$ cat config.mk
export PLATFORM = sky130hd
export DESIGN_NAME = blp_power_ctrl
export DESIGN_NICKNAME = d
export VERILOG_FILES = /design/src/common/blp_pkg.sv /design/src/rtl/blp_power_ctrl.sv /design/src/rtl/blp_sync_edge.sv
export SDC_FILE = /design/constraint.sdc
export NUM_CORES = 1
export LEC_CHECK = 0
export BUFFER_PORTS_ARGS = -buffer_cell sky130_fd_sc_hd__buf_2
export CORE_ASPECT_RATIO = 0.8
export CORE_MARGIN = 2
export CORE_UTILIZATION = 45
export DETAILED_ROUTE_END_ITERATION = 8
export PLACE_DENSITY = 0.79
export SKIP_CTS_REPAIR_TIMING = 1
export SYNTH_ARGS = -nofsm -noshare
export SYNTH_HDL_FRONTEND = slang
export SYNTH_SLANG_ARGS = --single-unit
$ cat constraint.sdc
create_clock -name ref_clk -period 1.8 [get_ports ref_clk]
set_input_delay 0.18 -clock ref_clk [delete_from_list [all_inputs] [get_ports ref_clk]]
set_output_delay 0.18 -clock ref_clk [all_outputs]
set_load 0.05 [all_outputs]
$ cat src/common/blp_pkg.sv
// Summary of operation
// - Wait instruction with wait-to-stop select clear enters wait mode from run.
// - In wait mode the controller drives no data onto the bus.
// - Wait mode wakes on a good message; interrupt if enable was set.
// - Internal clocks keep running in wait mode so the message is kept.
// - Stop instruction, or wait with select set, enters stop mode from run.
// - In stop mode a passive-to-active bus edge wakes with unmaskable interrupt.
// - Stop entered by stop instruction need not receive the waking message.
// - Stop via wait keeps waking byte only if end-of-frame seen before.
// - Stop entered mid-reception wakes on next edge, holds off until clocks settle.
package blp_pkg;

	// Power state, one-hot
	typedef enum logic [2:0] {
		BLP_RUN = 3'h1,
		BLP_WAIT = 3'h2,
		BLP_STOP = 3'h4
	} blp_mode_e;

	// Clock restart settle time after stop wake
	localparam int unsigned SETTLE_NS = 1000;
	localparam int unsigned CLK_PERIOD_NS = 100;
	localparam int unsigned SETTLE_CYC =
		(SETTLE_NS + CLK_PERIOD_NS - 1) / CLK_PERIOD_NS;
	localparam int unsigned CNT_W = 8;

	// Reset values
	localparam logic RST_FLAG = 1'b0;
	localparam logic [CNT_W-1:0] RST_CNT = 8'h00;

endpackage

$ cat src/rtl/blp_power_ctrl.sv
`timescale 1ns/1ns
`default_nettype none
module blp_power_ctrl #(
	parameter int unsigned SETTLE = blp_pkg::SETTLE_CYC
) (
	input wire logic ref_clk,
	input wire logic reset,
	input wire logic wait_instr,
	input wire logic stop_instr,
	input wire logic wait_to_stop_select,
	input wire logic irq_enable_bit,
	input wire logic bus_active,
	input wire logic msg_received_ok,
	input wire logic eof_detected,
	input wire logic rx_in_progress,
	input wire logic tx_data_in,
	input wire logic tx_drive_in,
	output logic tx_data_out,
	output logic tx_drive_out,
	output logic in_wait,
	output logic in_stop,
	output logic clocks_run,
	output logic irq_req,
	output logic nmi_req,
	output logic wake_rx_valid,
	output logic comm_hold
);
	typedef struct packed {
		blp_pkg::blp_mode_e mode;
		logic eof_seen;
		logic via_wait;
		logic rx_ok;
		logic hold;
		logic [blp_pkg::CNT_W-1:0] cnt;
		logic irq;
		logic nmi;
		logic txd;
		logic txe;
		logic run_clk;
	} blp_state_s;

	blp_state_s st_q;
	blp_state_s st_d;
	logic bus_rise;

	// Bus edge detector
	blp_sync_edge u_edge (
		.ref_clk(ref_clk),
		.reset(reset),
		.bus_active(bus_active),
		.rise_pulse(bus_rise)
	);

	// Mode sequencing and wake handling
	always_comb begin
		st_d = st_q;
		st_d.irq = 1'b0;
		st_d.nmi = 1'b0;
		// Track end-of-frame since last message activity
		if (eof_detected) begin
			st_d.eof_seen = 1'b1;
		end else if (rx_in_progress) begin
			st_d.eof_seen = 1'b0;
		end
		if (st_q.hold) begin
			// Clocks restarting after stop wake
			if (st_q.cnt == blp_pkg::CNT_W'(SETTLE - 1)) begin
				st_d.hold = 1'b0;
				st_d.cnt = blp_pkg::RST_CNT;
			end else begin
				st_d.cnt = st_q.cnt + 1'b1;
			end
		end
		case (st_q.mode)
			blp_pkg::BLP_RUN: begin
				if (stop_instr || (wait_instr && wait_to_stop_select)) begin
					st_d.mode = blp_pkg::BLP_STOP;
					st_d.via_wait = wait_instr & ~stop_instr;
					// Byte kept only via wait with prior EOF and idle rx
					st_d.rx_ok = wait_instr & ~stop_instr & st_q.eof_seen
						& ~rx_in_progress;
				end else if (wait_instr) begin
					st_d.mode = blp_pkg::BLP_WAIT;
				end
			end
			blp_pkg::BLP_WAIT: begin
				// Clocks run, so a completed message wakes us
				if (msg_received_ok) begin
					st_d.mode = blp_pkg::BLP_RUN;
					st_d.irq = irq_enable_bit;
					st_d.rx_ok = 1'b1;
				end
			end
			blp_pkg::BLP_STOP: begin
				if (bus_rise) begin
					st_d.mode = blp_pkg::BLP_RUN;
					st_d.nmi = 1'b1;
					st_d.hold = 1'b1;
					st_d.cnt = blp_pkg::RST_CNT;
				end
			end
			default: st_d.mode = blp_pkg::BLP_RUN;
		endcase
		// No drive while in wait or stop, or during settling
		st_d.txe = tx_drive_in && (st_d.mode == blp_pkg::BLP_RUN)
			&& !st_d.hold;
		st_d.txd = tx_data_in & st_d.txe;
		st_d.run_clk = st_d.mode != blp_pkg::BLP_STOP;
	end

	// State register
	always_ff @(posedge ref_clk) begin
		if (reset) begin
			st_q <= '0;
			st_q.mode <= blp_pkg::BLP_RUN;
			st_q.run_clk <= 1'b1;
			st_q.eof_seen <= 1'b1;
		end else begin
			st_q <= st_d;
		end
	end

	assign tx_data_out = st_q.txd;
	assign tx_drive_out = st_q.txe;
	assign in_wait = st_q.mode[1]; // One-hot wait bit
	assign in_stop = st_q.mode[2]; // One-hot stop bit
	assign clocks_run = st_q.run_clk;
	assign irq_req = st_q.irq;
	assign nmi_req = st_q.nmi;
	assign wake_rx_valid = st_q.rx_ok;
	assign comm_hold = st_q.hold;
endmodule
`default_nettype wire

$ cat src/rtl/blp_sync_edge.sv
`timescale 1ns/1ns
`default_nettype none
module blp_sync_edge (
	input wire logic ref_clk,
	input wire logic reset,
	input wire logic bus_active,
	output logic rise_pulse
);
	typedef struct packed {
		logic prev;
		logic pulse;
	} blp_edge_s;

	blp_edge_s st_q;
	blp_edge_s st_d;

	// Passive-to-active detection of the bus level
	always_comb begin
		st_d = st_q;
		st_d.prev = bus_active;
		st_d.pulse = bus_active & ~st_q.prev;
	end

	// State register
	always_ff @(posedge ref_clk) begin
		if (reset) begin
			st_q <= '0;
		end else begin
			st_q <= st_d;
		end
	end

	assign rise_pulse = st_q.pulse;
endmodule
`default_nettype wire

==> metrics <==
root buffer cell=clkbuf_4; FF-to-FF path depth=4; Max-Cap Viols=0; routed len/inst=12.1 µm; pin count of the biggest net entering global routing=12; core area=1910 µm²; EDFF count, synth=0; run status=complete, no violations; via count=753; DRC errors left=0; Leak=0.452 nW; Critical R2R Launch=st_q[10]; Synth Net Count=107; Die Wd=54.5 µm; routability cong.=0.814; Critical Path End Type=register; CTS tree=done; setup TNS=0 ns; hold path depth=2; layout cells sized above 1=0.278; P per Cell Area=818 nW/µm²; Slew @ Worst Pin=0.376 ns; top cell type's share of synthesized area=0.458; Area Overhead vs Synth=15.8%; DP HPWL=1.24 mm; Crit path buffers/inverters=0; clock slew at reported path FFs=0.11 ns; CTS H-tree depth=1; GRT Resource Usage Total=0.162; Final Cycle Share=0.841; peak per-stage delay on the critical path=0.57 ns; max-slew headroom at the worst pin=0.749; flops & latches, synth=21; Row Count=14; Hold Crit Class=input pin to register; Port-buffer cells=20; TritonCTS Buffers=3; reg-to-reg endpoint=st_q[7]; Peak VDD IR=0.574 mV; final WL=1.69 mm; CP top delay family=simple AND/OR/NAND/NOR gates; Min-Delay Startpoint=eof_detected; CP required=2.01 ns; initial core utilization=0.480; CP max-delay cell=or4_4; Pre-Repair DR Iteration Count=4; filler instances=161; WHS Endpoint=st_q[16]; flop-to-flop setup slack=0.29 ns; initial antenna violation count=0; Mapped Area=917 µm²; CP max FO=3; unrepaired setup endpoints after global routing=false; top cells by area, synth=dfxtp_1, nor2_1, nor2b_1; YS warnings=0; vias in the first global route=660; final setup skew=0.00274 ns; hold_ws=0.0594 ns; I/O Pins=21; endpoints failing setup=0; max-slew violation count=0; register area share after synthesis=0.458; Setup crit start kind=register; Final Hold Fails=0; Worst EP arrival=1.73 ns; first-pass GRT wire length=2.79 mm; Avg Vias per Cell=5.42; Worst Setup SP=st_q[10]; ANT cells=0; Clock Latency Late Sink=0.30 ns; unique cell type count in the Yosys netlist=37; min cycle time layout=1.51 ns; Die Area=2420 µm²; final core utilization=0.556; crit-path cells=or4_4 > nor3b_2 > a211oi_1 > o21a_1; Post-Syn Instances=93; post-route ant nets=0; Max Root-Sink Buffers=2; asr flop ratio synth=0; Main synth FF type=dfxtp_1; crit path kind=register to register; leading area contributor after synthesis=dfxtp_1; CTS sink count=21; Die Y-Extent=44.4 µm; Initial DRC Count=20; GR Overflow Total=0; FMAX=661 MHz; Avg Inst Size Synth=9.86 µm²; Nets=130
Yosys cell counts (all sizes together) (2+ instances only):
| library cell | n |
|---|---|
| dfxtp | 21 |
| ha | 2 |
| nor2 | 12 |
| a211oi | 2 |
| or3 | 2 |
| nand2 | 2 |
| nand2b | 3 |
| xor2 | 2 |
| o21ai | 3 |
| a21oi | 5 |
| inv | 2 |
| nor2b | 5 |
| nand4 | 4 |
| nor3 | 5 |
| nand3 | 2 |
| xnor2 | 2 |
power by group:
part	internal [W]	leakage, nW	total, W	switching [W]
combinational	0.0000515	0.265	0.000141	0.0000892
clock	0.0000865	0.0150	0.000228	0.000141
sequential	0.000483	0.171	0.000501	0.0000172
total	0.000621	0.452	0.000869	0.000248
layer usage:
metal | vias up | global-route usage | wire length (µm)
met1 | 342 | 0.230 | 862
li1 | 381 | - | -
met2 | 24 | 0.224 | 680
met5 | - | 0 | 0
met3 | 6 | 0.0304 | 97
met4 | 0 | 0.105 | 46
stage by stage:
| stage | cells | setup slack [ns] | total power, W | instance area [µm²] |
|---|---|---|---|---|
| 2_1_floorplan | 93 | 0.172 | 0.000613 | 917 |
| 3_3_place_gp | 135 | 0.329 | 0.000648 | 1040 |
| 3_5_place_dp | 135 | 0.296 | 0.000651 | 1040 |
| 4_1_cts | 139 | 0.281 | 0.000872 | 1060 |
| 5_1_grt | 139 | 0.206 | 0.000907 | 1060 |
| 6_report | 139 | 0.287 | 0.000869 | 1060 |
worst max-delay path by stage:
stage,endpoint,slack [ns],cells past startpoint
after detailed placement,st_q[7],0.30,4
after CTS,st_q[7],0.28,4
after global placement,st_q[7],0.33,4
after floorplan,clocks_run,0.17,3
final,st_q[7],0.29,4
after global routing,st_q[7],0.21,4
logic make-up after synthesis:
group,after synthesis,share of synthesized area
AND/OR/NAND/NOR,43,0.277
flip-flops,21,0.458
AO/OA/AOI/OAI,18,0.166
XOR/XNOR,4,0.0382
buffers and inverters,4,0.0205
adder cells (fa/ha/maj),2,0.0273
multiplexers,1,0.0123
state kept, by name, indices dropped and copies added (netlist names):
name	count
in_wait	1
irq_req	1
comm_hold	1
nmi_req	1
st_q	10
u_edge.st_q	1
tx_drive_out	1
wake_rx_valid	1
clocks_run	1
in_stop	1
tx_data_out	1
u_edge.rise_pulse	1
placed cells by master, fill, tap and decap left out, types with 3 or more instances in the layout:
cell type	netlist	layout
dfxtp_1	21	21
buf_2	0	20
nor2_1	12	12
nor2b_1	5	5
a21oi_1	5	5
nand4_1	4	4
nand2b_1	3	3
nor3_1	3	3
clkbuf_4	0	3
layout make-up:
class	instances	area (µm²)	area share
Sequential cell	21	420	0.396
Tap cell	24	30.0	0.0283
Multi-Input combinational cell	68	478	0.450
Inverter	2	7.51	0.00707
Timing Repair Buffer	20	100	0.0942
Clock buffer	4	26.3	0.0247
worst register-to-register path, delay by kind of cell (launching register included):
family             cells  cell delay [ns]
AOI/OAI and AO/OA      2             0.28
DFF                    1             0.35
and+or+nand+nor        2             0.80
No activity file was read; power rests on OpenSTA's default activity.
